==> config.mk <==
export PLATFORM = sky130hd
export DESIGN_NAME = lsi_interrupt_core
export DESIGN_NICKNAME = d
export VERILOG_FILES = /design/src/logic/lsi_pkg.sv /design/src/logic/lsi_fault_counter.sv /design/src/logic/lsi_event_irq.sv /design/src/logic/lsi_interrupt_core.sv
export SDC_FILE = /design/constraint.sdc
export NUM_CORES = 1
export LEC_CHECK = 0
export ABC_CLOCK_PERIOD_IN_PS = 4600
export BUFFER_PORTS_ARGS = -buffer_cell sky130_fd_sc_hd__clkbuf_2
export CAP_MARGIN = 20
export CORE_MARGIN = 2
export CORE_UTILIZATION = 45
export CTS_BUF_LIST = sky130_fd_sc_hd__clkbuf_4 sky130_fd_sc_hd__clkbuf_8
export DETAILED_ROUTE_END_ITERATION = 7
export SLEW_MARGIN = 0
export SYNTH_ARGS = -nofsm -noshare
export SYNTH_HDL_FRONTEND = slang
export SYNTH_SLANG_ARGS = --single-unit
==> constraint.sdc <==
create_clock -name CLK_IN -period 4.6 [get_ports CLK_IN]
set_input_delay 0.92 -clock CLK_IN [delete_from_list [all_inputs] [get_ports CLK_IN]]
set_output_delay 0.92 -clock CLK_IN [all_outputs]
set_load 0.02 [all_outputs]
==> src/logic/lsi_pkg.sv <==
package lsi_pkg;

    // Register bus geometry
    localparam int          ADDR_W            = 8;
    localparam int          DATA_W            = 16;

    // Register offsets
    localparam logic [7:0]  OFS_RESULT        = 8'h00;
    localparam logic [7:0]  OFS_CONFIG        = 8'h01;
    localparam logic [7:0]  OFS_LOW_LIMIT     = 8'h02;
    localparam logic [7:0]  OFS_HIGH_LIMIT    = 8'h03;
    localparam logic [7:0]  OFS_IRQ_STATUS    = 8'h04;
    localparam logic [7:0]  OFS_IRQ_ENABLE    = 8'h05;
    localparam logic [7:0]  OFS_IRQ_CLEAR     = 8'h06;

    // Configuration register fields
    localparam int          CFG_FAULT_LSB     = 0;
    localparam int          CFG_POL_BIT       = 2;
    localparam int          CFG_LATCH_BIT     = 3;
    localparam int          CFG_FLAG_LOW_BIT  = 5;
    localparam int          CFG_FLAG_HIGH_BIT = 6;
    localparam int          CFG_CONV_RDY_BIT  = 7;
    localparam int          CFG_MODE_LSB      = 9;

    // Exponent on top, mantissa below
    localparam int          EXP_LSB           = 12;
    localparam int          EXP_TOP_LSB       = 14;
    localparam int          MANT_W            = 12;
    localparam int          LIN_W             = 27;
    localparam logic [1:0]  EOC_CODE          = 2'h3;
    localparam logic [1:0]  MODE_SHUTDOWN     = 2'h0;

    // Reset values
    localparam logic [15:0] RST_RESULT        = 16'h0000;
    localparam logic [15:0] RST_LOW_LIMIT     = 16'h0000;
    localparam logic [15:0] RST_HIGH_LIMIT    = 16'hBFFF;
    localparam logic [1:0]  RST_FAULT_SEL     = 2'h0;
    localparam logic [1:0]  RST_MODE          = 2'h0;
    localparam logic        RST_POL           = 1'b0;
    localparam logic        RST_LATCH         = 1'b1;

    // Consecutive conversions per fault-count code
    localparam int          FAULT_NEED_0      = 1;
    localparam int          FAULT_NEED_1      = 2;
    localparam int          FAULT_NEED_2      = 4;
    localparam int          FAULT_NEED_3      = 8;
    localparam int          FAULT_CNT_W       = 4;

    // Interrupt event bits
    localparam int          IRQ_N             = 4;
    localparam int          IRQ_CONV_BIT      = 0;
    localparam int          IRQ_HIGH_BIT      = 1;
    localparam int          IRQ_LOW_BIT       = 2;
    localparam int          IRQ_ALERT_BIT     = 3;

    typedef enum logic {
        PIN_INACTIVE = 1'b0,
        PIN_ACTIVE   = 1'b1
    } lsi_pin_state_t;

endpackage

==> src/logic/lsi_fault_counter.sv <==
`timescale 1ns/100ps
module lsi_fault_counter #(
    parameter int CNT_W = 4
) (
    // Clock and reset
    input  wire logic       clk_in,
    input  wire logic       reset_n_in,
    // Comparison per conversion
    input  wire logic       sample_in,
    input  wire logic       above_in,
    input  wire logic       below_in,
    input  wire logic [1:0] fault_sel_in,
    // Criterion met, valid with sample_in
    output logic            high_met_out,
    output logic            low_met_out
);

    logic [CNT_W-1:0] above_cnt_ff;
    logic [CNT_W-1:0] below_cnt_ff;
    logic [CNT_W-1:0] need;

    function automatic logic [CNT_W-1:0] sat_inc(input logic [CNT_W-1:0] cnt);
        sat_inc = (cnt == {CNT_W{1'b1}}) ? cnt : cnt + 1'b1;
    endfunction

    always_comb begin
        case (fault_sel_in)
            2'h0:    need = CNT_W'(lsi_pkg::FAULT_NEED_0);
            2'h1:    need = CNT_W'(lsi_pkg::FAULT_NEED_1);
            2'h2:    need = CNT_W'(lsi_pkg::FAULT_NEED_2);
            2'h3:    need = CNT_W'(lsi_pkg::FAULT_NEED_3);
            default: need = CNT_W'(lsi_pkg::FAULT_NEED_0);
        endcase
    end

    // A conversion that does not exceed restarts the run
    always_ff @(posedge clk_in or negedge reset_n_in) begin
        if (!reset_n_in) begin
            above_cnt_ff <= '0;
        end else if (sample_in) begin
            above_cnt_ff <= above_in ? sat_inc(above_cnt_ff) : '0;
        end
    end

    always_ff @(posedge clk_in or negedge reset_n_in) begin
        if (!reset_n_in) begin
            below_cnt_ff <= '0;
        end else if (sample_in) begin
            below_cnt_ff <= below_in ? sat_inc(below_cnt_ff) : '0;
        end
    end

    assign high_met_out = sample_in && above_in && (sat_inc(above_cnt_ff) >= need);
    assign low_met_out  = sample_in && below_in && (sat_inc(below_cnt_ff) >= need);

endmodule

==> src/logic/lsi_event_irq.sv <==
`timescale 1ns/100ps
module lsi_event_irq #(
    parameter int N = 4
) (
    // Clock and reset
    input  wire logic         clk_in,
    input  wire logic         reset_n_in,
    // Event pulses
    input  wire logic [N-1:0] event_in,
    // Register writes
    input  wire logic         clear_wr_in,
    input  wire logic         enable_wr_in,
    input  wire logic [N-1:0] wr_data_in,
    // State
    output logic [N-1:0]      status_out,
    output logic [N-1:0]      enable_out,
    output logic              irq_out
);

    logic [N-1:0] status_ff;
    logic [N-1:0] enable_ff;
    logic [N-1:0] clear_mask;

    assign clear_mask = clear_wr_in ? wr_data_in : '0;

    // Set wins over a clear in the same cycle
    always_ff @(posedge clk_in or negedge reset_n_in) begin
        if (!reset_n_in) begin
            status_ff <= '0;
        end else begin
            status_ff <= (status_ff & ~clear_mask) | event_in;
        end
    end

    always_ff @(posedge clk_in or negedge reset_n_in) begin
        if (!reset_n_in) begin
            enable_ff <= '0;
        end else if (enable_wr_in) begin
            enable_ff <= wr_data_in;
        end
    end

    assign status_out = status_ff;
    assign enable_out = enable_ff;
    assign irq_out    = |(status_ff & enable_ff);

endmodule

==> src/logic/lsi_interrupt_core.sv <==
// The address map and the strobed register port were left to the implementer.
`timescale 1ns/100ps

// What this block does
// - Pin is low for active with polarity 0, or inactive with polarity 1.
// - Configuration read clears conversion-ready right after the read.
// - Low-limit top bits equal to 11b select end-of-conversion mode.
// - End-of-conversion: each conversion sets ready, activates the pin.
// - End-of-conversion pin goes inactive on config read, transparent run write, latched alert.
// - Latched end-of-conversion: high sets flag-high, low sets flag-low, pin active.
// - Transparent end-of-conversion: flags set exclusively, pin active, ready set.
// - Shutdown configuration write changes no flag or ready; it changes pin state only on a latch drop outside end-of-conversion.
// - Run-mode write clears ready; pin inactive under transparent end-of-conversion, or on a latch drop outside end-of-conversion.
// - Alert response clears pin when latched; transparent ignores it.
// - End-of-conversion works with both transparent and latched comparison.
// - Criterion met after fault-count consecutive conversions beyond the limit.
// - Alert response answered only while latch select is 1.
module lsi_interrupt_core (
    // Clock and reset
    input  wire logic        CLK_IN,
    input  wire logic        RESET_N_IN,
    // Register port
    input  wire logic [7:0]  ADDR_IN,
    input  wire logic [15:0] WR_DATA_IN,
    input  wire logic        WR_EN_IN,
    input  wire logic        RD_EN_IN,
    output logic      [15:0] RD_DATA_OUT,
    // Conversion engine
    input  wire logic        CONV_DONE_IN,
    input  wire logic [15:0] RESULT_IN,
    output logic      [1:0]  CONV_MODE_OUT,
    // Alert response from the serial engine
    input  wire logic        ALERT_RESP_IN,
    output logic             ALERT_ACK_OUT,
    output logic             ALERT_FLAG_HIGH_OUT,
    // Interrupts
    output logic             INT_PIN_OUT,
    output logic             IRQ_OUT
);

    // Configuration fields
    logic [1:0]                 fault_sel_ff;
    logic                       polarity_select_ff;
    logic                       latch_ff;
    logic [1:0]                 conv_mode_ff;

    // Limits and result
    logic [15:0]                low_limit_ff;
    logic [15:0]                high_limit_ff;
    logic [15:0]                result_ff;

    // Reported state
    logic                       flag_high_ff;
    logic                       flag_low_ff;
    logic                       conv_ready_ff;
    lsi_pkg::lsi_pin_state_t    int_state_ff;
    logic                       int_pin_ff;
    logic                       alert_ack_ff;
    logic                       alert_flag_high_ff;
    logic [15:0]                rd_data_ff;

    // Next values
    logic                       nxt_flag_high;
    logic                       nxt_flag_low;
    logic                       nxt_conv_ready;
    lsi_pkg::lsi_pin_state_t    nxt_int_state;
    logic [15:0]                nxt_rd_data;

    // Decoded accesses
    logic                       cfg_wr;
    logic                       cfg_rd;
    logic                       low_wr;
    logic                       high_wr;
    logic                       irq_en_wr;
    logic                       irq_clr_wr;
    logic [1:0]                 wr_mode;
    logic                       wr_latch;
    logic                       eoc_mode;
    logic                       alert_taken;

    // Comparison
    logic                       above_high;
    logic                       below_low;
    logic                       high_met;
    logic                       low_met;

    // Interrupt registers
    logic [lsi_pkg::IRQ_N-1:0]  irq_events;
    logic [lsi_pkg::IRQ_N-1:0]  irq_status;
    logic [lsi_pkg::IRQ_N-1:0]  irq_enable;

    // Exponent and mantissa to a linear value
    function automatic logic [26:0] lsi_linear(input logic [15:0] v);
        lsi_linear = {15'h0000, v[lsi_pkg::MANT_W-1:0]} << v[15:lsi_pkg::EXP_LSB];
    endfunction

    function automatic logic addr_hit(input logic [7:0] addr, input logic [7:0] ofs);
        addr_hit = (addr == ofs);
    endfunction

    assign cfg_wr     = WR_EN_IN && addr_hit(ADDR_IN, lsi_pkg::OFS_CONFIG);
    assign cfg_rd     = RD_EN_IN && addr_hit(ADDR_IN, lsi_pkg::OFS_CONFIG);
    assign low_wr     = WR_EN_IN && addr_hit(ADDR_IN, lsi_pkg::OFS_LOW_LIMIT);
    assign high_wr    = WR_EN_IN && addr_hit(ADDR_IN, lsi_pkg::OFS_HIGH_LIMIT);
    assign irq_en_wr  = WR_EN_IN && addr_hit(ADDR_IN, lsi_pkg::OFS_IRQ_ENABLE);
    assign irq_clr_wr = WR_EN_IN && addr_hit(ADDR_IN, lsi_pkg::OFS_IRQ_CLEAR);

    assign wr_mode  = WR_DATA_IN[lsi_pkg::CFG_MODE_LSB +: 2];
    assign wr_latch = WR_DATA_IN[lsi_pkg::CFG_LATCH_BIT];

    assign eoc_mode = (low_limit_ff[15:lsi_pkg::EXP_TOP_LSB] == lsi_pkg::EOC_CODE);

    assign alert_taken = ALERT_RESP_IN && latch_ff;

    assign above_high = lsi_linear(RESULT_IN) > lsi_linear(high_limit_ff);
    assign below_low  = lsi_linear(RESULT_IN) < lsi_linear(low_limit_ff);

    lsi_fault_counter #(
        .CNT_W          (lsi_pkg::FAULT_CNT_W)
    ) u_fault_counter (
        .clk_in         (CLK_IN),
        .reset_n_in     (RESET_N_IN),
        .sample_in      (CONV_DONE_IN),
        .above_in       (above_high),
        .below_in       (below_low),
        .fault_sel_in   (fault_sel_ff),
        .high_met_out   (high_met),
        .low_met_out    (low_met)
    );

    // Configuration register, writable fields
    always_ff @(posedge CLK_IN or negedge RESET_N_IN) begin
        if (!RESET_N_IN) begin
            fault_sel_ff       <= lsi_pkg::RST_FAULT_SEL;
            polarity_select_ff <= lsi_pkg::RST_POL;
            latch_ff           <= lsi_pkg::RST_LATCH;
            conv_mode_ff       <= lsi_pkg::RST_MODE;
        end else if (cfg_wr) begin
            fault_sel_ff       <= WR_DATA_IN[lsi_pkg::CFG_FAULT_LSB +: 2];
            polarity_select_ff <= WR_DATA_IN[lsi_pkg::CFG_POL_BIT];
            latch_ff           <= wr_latch;
            conv_mode_ff       <= wr_mode;
        end
    end

    always_ff @(posedge CLK_IN or negedge RESET_N_IN) begin
        if (!RESET_N_IN) begin
            low_limit_ff <= lsi_pkg::RST_LOW_LIMIT;
        end else if (low_wr) begin
            low_limit_ff <= WR_DATA_IN;
        end
    end

    always_ff @(posedge CLK_IN or negedge RESET_N_IN) begin
        if (!RESET_N_IN) begin
            high_limit_ff <= lsi_pkg::RST_HIGH_LIMIT;
        end else if (high_wr) begin
            high_limit_ff <= WR_DATA_IN;
        end
    end

    always_ff @(posedge CLK_IN or negedge RESET_N_IN) begin
        if (!RESET_N_IN) begin
            result_ff <= lsi_pkg::RST_RESULT;
        end else if (CONV_DONE_IN) begin
            result_ff <= RESULT_IN;
        end
    end

    // Clears first; a conversion in the same cycle wins
    always_comb begin
        nxt_flag_high  = flag_high_ff;
        nxt_flag_low   = flag_low_ff;
        nxt_conv_ready = conv_ready_ff;
        nxt_int_state  = int_state_ff;

        if (cfg_rd) begin
            nxt_conv_ready = 1'b0;
            if (latch_ff) begin
                nxt_flag_high = 1'b0;
                nxt_flag_low  = 1'b0;
                nxt_int_state = lsi_pkg::PIN_INACTIVE;
            end else if (eoc_mode) begin
                nxt_int_state = lsi_pkg::PIN_INACTIVE;
            end
        end

        // Shutdown write leaves conversion-ready as it is, and the pin state unless it drops the latch outside end-of-conversion
        if (cfg_wr && (wr_mode != lsi_pkg::MODE_SHUTDOWN)) begin
            nxt_conv_ready = 1'b0;
            if (eoc_mode && !latch_ff) begin
                nxt_int_state = lsi_pkg::PIN_INACTIVE;
            end
        end

        // Latch drop outside end-of-conversion releases the pin
        if (cfg_wr && !eoc_mode && latch_ff && !wr_latch) begin
            nxt_int_state = lsi_pkg::PIN_INACTIVE;
        end

        if (alert_taken) begin
            nxt_int_state = lsi_pkg::PIN_INACTIVE;
        end

        if (CONV_DONE_IN) begin
            nxt_conv_ready = 1'b1;
            if (high_met) begin
                nxt_flag_high = 1'b1;
                if (!latch_ff) begin
                    nxt_flag_low = 1'b0;
                end
                nxt_int_state = lsi_pkg::PIN_ACTIVE;
            end else if (low_met) begin
                nxt_flag_low = 1'b1;
                if (!latch_ff) begin
                    nxt_flag_high = 1'b0;
                end
                if (eoc_mode || latch_ff) begin
                    nxt_int_state = lsi_pkg::PIN_ACTIVE;
                end else begin
                    nxt_int_state = lsi_pkg::PIN_INACTIVE;
                end
            end else if (eoc_mode) begin
                nxt_int_state = lsi_pkg::PIN_ACTIVE;
            end
        end
    end

    always_ff @(posedge CLK_IN or negedge RESET_N_IN) begin
        if (!RESET_N_IN) begin
            flag_high_ff <= 1'b0;
            flag_low_ff  <= 1'b0;
        end else begin
            flag_high_ff <= nxt_flag_high;
            flag_low_ff  <= nxt_flag_low;
        end
    end

    always_ff @(posedge CLK_IN or negedge RESET_N_IN) begin
        if (!RESET_N_IN) begin
            conv_ready_ff <= 1'b0;
        end else begin
            conv_ready_ff <= nxt_conv_ready;
        end
    end

    always_ff @(posedge CLK_IN or negedge RESET_N_IN) begin
        if (!RESET_N_IN) begin
            int_state_ff <= lsi_pkg::PIN_INACTIVE;
        end else begin
            int_state_ff <= nxt_int_state;
        end
    end

    // Pin uses next state and the polarity being written
    always_ff @(posedge CLK_IN or negedge RESET_N_IN) begin
        if (!RESET_N_IN) begin
            int_pin_ff <= 1'b1;
        end else if (cfg_wr) begin
            int_pin_ff <= ~(nxt_int_state ^ WR_DATA_IN[lsi_pkg::CFG_POL_BIT]);
        end else begin
            int_pin_ff <= ~(nxt_int_state ^ polarity_select_ff);
        end
    end

    // Acknowledge only while the pin state is active
    always_ff @(posedge CLK_IN or negedge RESET_N_IN) begin
        if (!RESET_N_IN) begin
            alert_ack_ff       <= 1'b0;
            alert_flag_high_ff <= 1'b0;
        end else begin
            alert_ack_ff       <= alert_taken && (int_state_ff == lsi_pkg::PIN_ACTIVE);
            alert_flag_high_ff <= alert_taken ? flag_high_ff : alert_flag_high_ff;
        end
    end

    always_comb begin
        nxt_rd_data = 16'h0000;
        case (ADDR_IN)
            lsi_pkg::OFS_RESULT: begin
                nxt_rd_data = result_ff;
            end
            lsi_pkg::OFS_CONFIG: begin
                nxt_rd_data[lsi_pkg::CFG_FAULT_LSB +: 2] = fault_sel_ff;
                nxt_rd_data[lsi_pkg::CFG_POL_BIT]        = polarity_select_ff;
                nxt_rd_data[lsi_pkg::CFG_LATCH_BIT]      = latch_ff;
                nxt_rd_data[lsi_pkg::CFG_FLAG_LOW_BIT]   = flag_low_ff;
                nxt_rd_data[lsi_pkg::CFG_FLAG_HIGH_BIT]  = flag_high_ff;
                nxt_rd_data[lsi_pkg::CFG_CONV_RDY_BIT]   = conv_ready_ff;
                nxt_rd_data[lsi_pkg::CFG_MODE_LSB +: 2]  = conv_mode_ff;
            end
            lsi_pkg::OFS_LOW_LIMIT: begin
                nxt_rd_data = low_limit_ff;
            end
            lsi_pkg::OFS_HIGH_LIMIT: begin
                nxt_rd_data = high_limit_ff;
            end
            lsi_pkg::OFS_IRQ_STATUS: begin
                nxt_rd_data[lsi_pkg::IRQ_N-1:0] = irq_status;
            end
            lsi_pkg::OFS_IRQ_ENABLE: begin
                nxt_rd_data[lsi_pkg::IRQ_N-1:0] = irq_enable;
            end
            default: begin
                nxt_rd_data = 16'h0000;
            end
        endcase
    end

    // Read data stand only in the cycle after the strobe
    always_ff @(posedge CLK_IN or negedge RESET_N_IN) begin
        if (!RESET_N_IN) begin
            rd_data_ff <= 16'h0000;
        end else if (RD_EN_IN) begin
            rd_data_ff <= nxt_rd_data;
        end else begin
            rd_data_ff <= 16'h0000;
        end
    end

    always_comb begin
        irq_events                         = '0;
        irq_events[lsi_pkg::IRQ_CONV_BIT]  = CONV_DONE_IN;
        irq_events[lsi_pkg::IRQ_HIGH_BIT]  = high_met;
        irq_events[lsi_pkg::IRQ_LOW_BIT]   = low_met;
        irq_events[lsi_pkg::IRQ_ALERT_BIT] = alert_taken;
    end

    lsi_event_irq #(
        .N              (lsi_pkg::IRQ_N)
    ) u_event_irq (
        .clk_in         (CLK_IN),
        .reset_n_in     (RESET_N_IN),
        .event_in       (irq_events),
        .clear_wr_in    (irq_clr_wr),
        .enable_wr_in   (irq_en_wr),
        .wr_data_in     (WR_DATA_IN[lsi_pkg::IRQ_N-1:0]),
        .status_out     (irq_status),
        .enable_out     (irq_enable),
        .irq_out        (IRQ_OUT)
    );

    assign RD_DATA_OUT         = rd_data_ff;
    assign CONV_MODE_OUT       = conv_mode_ff;
    assign ALERT_ACK_OUT       = alert_ack_ff;
    assign ALERT_FLAG_HIGH_OUT = alert_flag_high_ff;
    assign INT_PIN_OUT         = int_pin_ff;

endmodule

Yosys cells after proc, flatten, opt, wreduce, memory -nomap -nowiden
Cells that the tools add are included.
{"block": "op_classes", "n_addsub": 2, "order_cmp": 4, "n_eq_ne": 12, "shift": 3, "n_mux": 41, "bitwise": 8, "reduce_logical": 26}
{"operator": "$shl A12 B4 Y27", "n": 3}
{"operator": "$mux W1", "n": 28}
{"operator": "$gt A27 B27 Y1", "n": 1}
{"operator": "$lt A27 B27 Y1", "n": 1}
{"operator": "$eq A8 B3 Y1 const B", "n": 3}
{"operator": "$pmux W4 S6", "n": 1}
{"operator": "$mux W4", "n": 5}
{"operator": "$logic_and A1 B1 Y1", "n": 17}
{"operator": "$eq A8 B2 Y1 const B", "n": 2}
{"operator": "$mux W16", "n": 1}
{"operator": "$pmux W4 S4", "n": 1}
{"operator": "$pmux W5 S3", "n": 1}
{"operator": "$pmux W3 S4", "n": 1}
{"operator": "$add A4 B1 Y4 const B", "n": 2}
{"operator": "$and A4 B4 Y4", "n": 2}
{"operator": "$eq A4 B4 Y1 const B", "n": 2}
{"operator": "$eq A8 B1 Y1 const B", "n": 1}
{"operator": "$ge A4 B4 Y1", "n": 2}
{"operator": "$logic_not A8 Y1", "n": 1}
{"operator": "$pmux W2 S4", "n": 1}
{"operator": "$eq A2 B2 Y1 const B", "n": 3}
{"operator": "$pmux W1 S3", "n": 2}
{"operator": "$not A4 Y4", "n": 1}
{"operator": "$or A4 B4 Y4", "n": 1}
{"operator": "other kinds (9)", "n": 13}
{"block": "totals", "regBits": 93, "input_bits": 46, "output_inout_bits": 22, "elab_cells": 115}

Depth between registers and ports, before layout
Gate-level depths: netlist of the first run.
{"block": "depth", "ltp_word": 15, "mapped_depth": 19, "ltp_nobuf": 17}

By module
A second synthesis of the first run with hierarchy kept.
{"block": "unflattened", "cells_unflattened": 792, "area_unflattened_um2": 7433.4}
{"mod": "lsi_interrupt_core", "n_inst": 1, "cells_per_inst": 685, "area_per_inst_um2": 6419.9, "seq_area_each_um2": 1948.1}
{"mod": "lsi_fault_counter", "n_inst": 1, "cells_per_inst": 84, "area_per_inst_um2": 704.4, "seq_area_each_um2": 200.2}
{"mod": "lsi_event_irq", "n_inst": 1, "cells_per_inst": 23, "area_per_inst_um2": 309.0, "seq_area_each_um2": 200.2}

Worst setup path before layout of the first run
Ideal clock, no wire load.
{"block": "synth_path", "kind": "input -> register", "startpoint": "input RESULT_IN[13]", "endpoint": "register int_pin_ff (netlist: INT_PIN_OUT)", "setup_ps": 76, "t_arrival_ps": 4361, "required_ps": 4524, "setup_slack_ps": 163, "path_stages": 17, "path_buffers": 2, "path_cell_list": "clkbuf_1 > buf_1 > mux2_2 > o21ai_0 > o21ai_0 > nand2_1 > o21ai_0 > ha_1 > o21ai_0 > nand2b_1 > a31oi_1 > a21oi_1 > or3_1 > o211ai_2 > mux2i_1 > a41oi_2 > xnor2_1"}
{"block": "synth_between", "elab_chain_cells": 10, "elab_cells_between_ends": 15, "classes_between": "order compare: 2; shift: 1; mux: 4; bitwise: 4; reduce/logical: 4"}
{"item": "start: declaration", "line_no": "lsi_interrupt_core.sv:30", "text": "input wire logic [15:0] RESULT_IN,"}
{"item": "$shl A12 B4 Y27 (*)", "line_no": "lsi_interrupt_core.sv:94", "text": "lsi_linear = {15'h0000, v[lsi_pkg::MANT_W-1:0]} << v[15:lsi_pkg::EXP_LSB];"}
{"item": "$lt A27 B27 Y1", "line_no": "lsi_interrupt_core.sv:116", "text": "assign below_low = lsi_linear(RESULT_IN) < lsi_linear(low_limit_ff);"}
{"item": "$logic_and A1 B1 Y1 (2 in series)", "line_no": "lsi_fault_counter.sv:54", "text": "assign low_met_out = sample_in && below_in && (sat_inc(below_cnt_ff) >= need);"}
{"item": "$mux W1", "line_no": "lsi_interrupt_core.sv:213", "text": "end else if (low_met) begin"}
{"item": "$mux W1 (*)", "line_no": "lsi_interrupt_core.sv:207", "text": "if (high_met) begin"}
{"item": "$mux W1 (*)", "line_no": "lsi_interrupt_core.sv:205", "text": "if (CONV_DONE_IN) begin"}
{"item": "via nxt_int_state", "line_no": "lsi_interrupt_core.sv:66", "text": "lsi_pkg::lsi_pin_state_t nxt_int_state;"}
{"item": "$xor A1 B1 Y1 (on tied branches)", "line_no": "lsi_interrupt_core.sv:262, lsi_interrupt_core.sv:260"}
{"item": "$not A1 Y1 (on tied branches)", "line_no": "lsi_interrupt_core.sv:262, lsi_interrupt_core.sv:260"}
{"item": "$mux W1 (*)", "line_no": "lsi_interrupt_core.sv:259", "text": "end else if (cfg_wr) begin"}
{"item": "end signal: assignment", "line_no": "lsi_interrupt_core.sv:260", "text": "int_pin_ff <= ~(nxt_int_state ^ WR_DATA_IN[lsi_pkg::CFG_POL_BIT]);"}
{"item": "end signal: assignment", "line_no": "lsi_interrupt_core.sv:262", "text": "int_pin_ff <= ~(nxt_int_state ^ polarity_select_ff);"}
{"item": "end: declaration", "line_no": "lsi_interrupt_core.sv:57", "text": "logic int_pin_ff;"}
Mark *: on every way through the listed nets, which the timed path passes. The rest lies on a longest branch.
A chain may end at the register's enable or synchronous reset.

Worst setup path after layout of the first run
Ends and elaborated chain as after synthesis.

==> out/qor.yml, run 1 <==
cells_and_area:
  final_common_cell: "mux2_2"
  drive_above_1_share: 0.2700
  area_growth_pct: 11.10
  fin_area_mm2: 0.008214
  final_cell_mix: "mux2_2, dfrtp_1, nand2_1"
  num_antenna_cells: 0
  fillers: 1539
  nets: 953
critical_path:
  crit_path_end_kind: "flop"
  required_ns: 4.92
  cp_max_fo: 15
  worstSetupStartpointType: "primary input"
  critPathKind: "in -> reg"
  worstPathArrival_ns: 4.53
yosys:
  synth_area_mm2: 0.007393
  synth_edf_count: 0
  syn_inst: 788
  synth-async-reset-ratio: 1.000
  synth_nets: 894
  synth.yosys.seq_area_share: 0.3177
  ys_seq_elements: 93
  yosysWarnings: 0
  yosysUniqueCellTypes: 58
  synth.avg_cell_area_um2: 9.382
  synth_flop_cell: "dfrtp_1"
floorplan:
  rows: 46
  ios: 68
  die_y_um: 132.2
  die_w_um: 132.2
  die_area_mm2: 0.01747
  start_util: 0.4621
  core_mm2: 0.01600
sta:
  finalWorstSetupSlack_ns: 0.3840
  finClkSkew_ns: 0.01680
  finalCritPeriodShare: 0.9165
  setup_violations: 0
  fmax_ghz: 0.2372
  final.min_clock_period_ns: 4.216
  finalSetupTns_ns: 0
  rsz0062_at_grt: "no"
  worstMarginPinSlew_ns: 0.9087
  max_slew_margin: 0.3942
  finalMaxSlewViolations: 0
  hold_violations: 0
clock_tree:
  cts.path.max_buffers: 2
  cts_hold_buf: 0
  clock_latency_ns: 0.39
  cts_setup_buffers: 0
  cts_buffers: 9
  cts_root_buffer: "clkbuf_8"
  cts_tree: "done"
  clk_pin_slew_ns: 0.10
  htree_levels: 3
  cts_sinks: 93
  cts_resized: 0
place:
  portBuffers: 67
  pre_cts_ws_ns: 0.08339
  place_hpwl_mm: 18.12
  gp_congestion: 0.9383
  post_dp_cell_area_mm2: 0.008004
drt:
  firstDrtPassIters: 5
  vias_per_cell: 5.984
  drcViolationCount: 0
  ant_nets: 0
  drtIter0Drc: 513
  totalWireLength_mm: 22.45
  via_count: 6391
  routedWlPerCell_um: 21.02
hold_path:
  hold_path_class: "reg -> reg"
global_routing:
  grt_max_degree: 69
  grt_overflow_total: 0
  grtUsageTotal: 0.2611
  grt_pass1_wl_mm: 35.43
  antenna_found_initial: 0
  grt_pass1_vias: 6271
power_and_ir_drop:
  p_leak_nw: 3.515
  peakVddDrop_v: 0.0002250
  power_mw: 2.321
  powerDensity_mw_per_mm2: 282.5
run:
  max-cap-violations: 0
outcome:
  outcome: "completed"
## layer usage
metal | up-vias | part of all wire | global-route usage
li1 | 3019 | - | -
met1 | 3159 | 0.46 | 0.3692
met2 | 184 | 0.46 | 0.4106
met3 | 29 | 0.060 | 0.05383
met4 | 0 | 0.019 | 0.06452
met5 | - | 0 | 0
## path summary, 6_finish.rpt
path | endpoint | cells past startpoint | slack (ns) | start
worst max-delay path | INT_PIN_OUT | 17 | 0.38 | RESULT_IN[13]
worst max register to register | INT_PIN_OUT | 14 | 0.39 | low_limit_ff[12]
worst min register to register | result_ff[15] | 1 | 0.52 | result_ff[15]
min in group asynchronous | RD_DATA_OUT[15] | 1 | 0.63 | RESET_N_IN
worst min-delay path | result_ff[15] | 1 | 0.52 | result_ff[15]
max in group asynchronous | result_ff[3] | 2 | 3.07 | RESET_N_IN
## per-stage QoR
stage / cells / hold slack [ns] / utilization
CTS: 1068 / 0.5225 / 0.5134
global route: 1068 / 0.5294 / 0.5134
finish: 1068 / 0.5185 / 0.5134
detailed placement: 1052 / 0.4986 / 0.5002
floorplan: 788 / 0.4642 / -
global placement: 1052 / 0.4852 / 0.5002
## kinds of logic (layout without fill, tap and decap cells)
| kind of cell | Yosys count | count (layout) | share of synthesized area |
|---|---|---|---|
| compound gates | 166 | 166 | 0.1437 |
| buf+inv | 58 | 122 | 0.03215 |
| mux | 144 | 144 | 0.2273 |
| xor+xnor | 3 | 3 | 0.003555 |
| simple gates | 264 | 264 | 0.1741 |
| flops | 93 | 93 | 0.3177 |
| fa+ha+maj | 60 | 60 | 0.1015 |
## report_power, final
group,switching [mW],internal [mW]
Clock,0.351,0.220
Combinational,0.410,0.340
Sequential,0.0969,0.902
## synth_stat cells, drive strengths merged, types with 3 or more instances
cell type   n  share of area
and3        8         0.0068
o21a        8         0.0081
mux4       11          0.034
o211ai      5         0.0058
or2        10         0.0085
o21ai      46          0.032
a311oi      4         0.0047
nand2b     17          0.014
a31oi       3         0.0025
a22o        6         0.0071
dfrtp      76           0.26
nand4      11         0.0093
nand2      76          0.039
a21o        9         0.0091
clkbuf     30          0.015
o2bb2ai     3         0.0036
a211oi     11          0.011
mux2i      55          0.075
buf        14         0.0098
nor3        9         0.0068
xnor2       3         0.0036
or3         3         0.0025
nor2       68          0.035
nand3      19          0.013
nor3b       5         0.0058
nand3b      4         0.0041
dfstp      17          0.060
inv        13         0.0066
a21oi      47          0.032
a222oi      4         0.0054
mux2       78           0.12
ha         60           0.10
a22oi       9         0.0091
nor2b      25          0.021
and2        3         0.0025
## worst max-delay path, cell delays in order
cell and delay [ns]:
clkbuf_2 0.29, mux2i_1 0.27, nor2_1 0.06, a31oi_1 0.36
nor2_1 0.07, a21oi_1 0.20, mux2i_1 0.17, ha_1 0.22
nor3_1 0.19, o21ai_0 0.14, a31oi_1 0.28, a21oi_1 0.20
or3_1 0.40, o211ai_2 0.19, mux2i_1 0.24, a41oi_2 0.16
xnor2_1 0.17
## state kept, by name, indices dropped and copies added (netlist names), 2 cells and up
register and count:
result_ff 16, low_limit_ff 16, u_event_irq.enable_out 4, RD_DATA_OUT 16, CONV_MODE_OUT 2, u_fault_counter.above_cnt_ff 4, fault_sel_ff 2, u_fault_counter.below_cnt_ff 4
high_limit_ff 16, u_event_irq.status_out 4
## cell type report
cell class / instances / area [um^2] / share of cell area
clock inverters: 7 / 86.33 / 0.01051
multi-input cells: 637 / 4807 / 0.5852
well taps: 216 / 270.3 / 0.03290
flip-flops and latches: 93 / 2349 / 0.2859
inverters: 14 / 52.55 / 0.006398
clock buffers: 9 / 123.9 / 0.01508
repair buffers: 92 / 525.5 / 0.06398
Note: power is estimated with default switching activity, not from simulation.
==> inputs of run 2 (changes only) <==
Settings changed: ABC_CLOCK_PERIOD_IN_PS 4600 to 3500, PLACE_DENSITY set to 0.66.
Clock period 4.6 ns to 3.5 ns, I/O delays scaled along.
==> run 2 against run 1 <==
  * The run now ends with setup timing left
  * Utilization rose by 9.5 points
  * Count of clock-buffer cells in the layout rose by 2
  * Via count rose by 7.8%
  * Combinational power rose by 73%
  * Critical path type is now reg -> reg
  * Global-route usage fell by 0.075 points
  * First-iteration DRC count rose by 16%
  * Sequential cell count did not move
==> out/qor.yml, run 2 (same netlist as run 1, synthesis figures left out) <==
outcome:
  outcome: "finished with violations"
  failed_checks: "setup timing"
sta:
  finalMaxSlewViolations: 0
  worstMarginPinSlew_ns: 0.5939
  max_slew_margin: 0.5999
  finalWorstSetupSlack_ns: -0.1552
  finalCritPeriodShare: 1.044
  rsz0062_at_grt: "yes"
  hold_violations: 0
  fmax_ghz: 0.2736
  finClkSkew_ns: 0.01913
  final.min_clock_period_ns: 3.655
  setup_violations: 2
  timing.hold.ws_ns: 0.3102
place:
  place_hpwl_mm: 17.80
  portBuffers: 67
  gp_congestion: 0.9255
  pre_cts_ws_ns: -0.5909
global_routing:
  antenna_found_initial: 0
  grt_pass1_wl_mm: 35.87
  grt_pass1_vias: 6712
  grt_max_degree: 45
  grtUsageTotal: 0.2604
  grt_overflow_total: 0
floorplan:
  die_w_um: 132.2
  rows: 46
  die_area_mm2: 0.01747
  ios: 68
  start_util: 0.4621
  die_y_um: 132.2
  core_mm2: 0.01600
cells_and_area:
  nets: 1088
  fillers: 1388
  final_cell_mix: "buf_4, mux2_2, nand2_1"
  seqCellArea_mm2: 0.002352
  area_growth_pct: 31.70
  final_core_util: 0.6085
  drive_above_1_share: 0.4438
  multi_input_area_mm2: 0.005197
  num_antenna_cells: 0
  final_common_cell: "buf_4"
drt:
  wl_met2_mm: 10.52
  drcViolationCount: 0
  routed.top_layer: "met4"
  wl_met1_mm: 10.41
  ant_nets: 0
  firstDrtPassIters: 5
  vias_per_cell: 5.728
  drtIter0Drc: 597
  via_count: 6891
  routedWlPerCell_um: 19.17
  totalWireLength_mm: 23.06
  route.met3.wl_mm: 1.746
critical_path:
  max_stage_delay_ns: 0.53
  crit_path_end_kind: "flop"
  cp_max_fo: 5
  crit_end: "INT_PIN_OUT"
  critPathKind: "reg -> reg"
  required_ns: 3.80
  cp.depth: 15
  setup.worst_path.start: "low_limit_ff[12]"
  r2r_slack_ns: -0.16
  worst_path_most_repeated_cell: "a21oi_2"
  worstPathArrival_ns: 3.96
  r2r-start: "low_limit_ff[12]"
  r2r_end: "INT_PIN_OUT"
  cp_slowest_cell: "mux4_2"
  worstPathCellList: "buf_6 -> mux4_2 -> mux2i_2 -> nor2b_1 -> a21oi_2 -> ha_1 -> o21ai_1 -> nand2b_1 -> a31oi_2 -> a21oi_2 -> or3_4 -> o211ai_4 -> mux2i_1 -> a41oi_2 -> xnor2_1"
  worstSetupStartpointType: "flop"
  r2r_cells: 15
  timing.critical_path.max_delay_family: "multiplexers"
  worst-path-buf-inv: 1
hold_path:
  hold_path_class: "in -> async"
clock_tree:
  cts_buffers: 9
  cts_hold_buf: 0
  cts_root_buffer: "clkbuf_8"
  clk_pin_slew_ns: 0.10
  cts.path.max_buffers: 2
  clock_latency_ns: 0.38
  cts_tree: "done"
  cts_sinks: 93
  htree_levels: 3
power_and_ir_drop:
  peakVddDrop_v: 0.0002597
  power_mw: 3.413
  p_leak_nw: 4.291
  powerDensity_mw_per_mm2: 350.5
run:
  max-cap-violations: 0
==> run 2: cell count changes in the layout (fill, tap and decap cells not counted), moves of 4 or more <==
cell and delta:
a211oi_1 -5, a211oi_2 +4, a21oi_1 -22, a21oi_2 +22, buf_4 +124, buf_6 +6, ha_1 -4, mux2i_1 -13
mux2i_2 +9, mux2i_4 +4, o21ai_0 -24, o21ai_1 +17, o21ai_2 +7
==> run 2: worst min path at each step <==
stage,startpoint,endpoint,depth (start not counted)
6_report,RESET_N_IN,u_fault_counter.below_cnt_ff[2],1
5_1_grt,RESET_N_IN,u_fault_counter.below_cnt_ff[1],1
4_1_cts,RESET_N_IN,u_fault_counter.below_cnt_ff[2],1
3_5_place_dp,result_ff[15],result_ff[15],1
3_3_place_gp,result_ff[4],result_ff[4],1
2_1_floorplan,RESET_N_IN,ALERT_ACK_OUT,0
==> run 2: repair_timing <==
action                                  in CTS  in global routing
gates resized for setup                     34                 72
gates cloned                                 0                  2
setup buffers                                3                  6
endpoints found under the setup margin       9                 14
pin swaps                                   11                 25
==> run 2: through the flow <==
step	setup TNS, ns	cell area [um^2]	std cells
final	-0.2199	9737	1203
after global routing	-0.6932	9737	1203
after CTS	-0.07099	9369	1196
after detailed placement	-5.312	9004	1177
after global placement	-4.465	9004	1177
after floorplan	-0.2309	7448	788
==> run 2: area by class of cell <==
| cell class | count | share of cell area |
|---|---|---|
| clock inverter | 5 | 0.008481 |
| timing repair buffer | 227 | 0.1681 |
| sequential | 93 | 0.2416 |
| inverter | 14 | 0.005397 |
| tap | 216 | 0.02776 |
| multi-input combinational | 637 | 0.5338 |
| clock buffer | 11 | 0.01491 |
==> run 2: power breakdown <==
group          leakage, nW  internal [mW]  switching [mW]
clock network        0.117          0.433           0.390
registers             1.15           1.19           0.108
logic                 3.02          0.643           0.652
total                 4.29           2.26            1.15
==> run 2: per-layer routing <==
layer	GRT usage	vias to the layer above
met5	0	-
met3	0.05805	29
met4	0.06571	0
met1	0.3694	3328
li1	-	3284
met2	0.4042	250
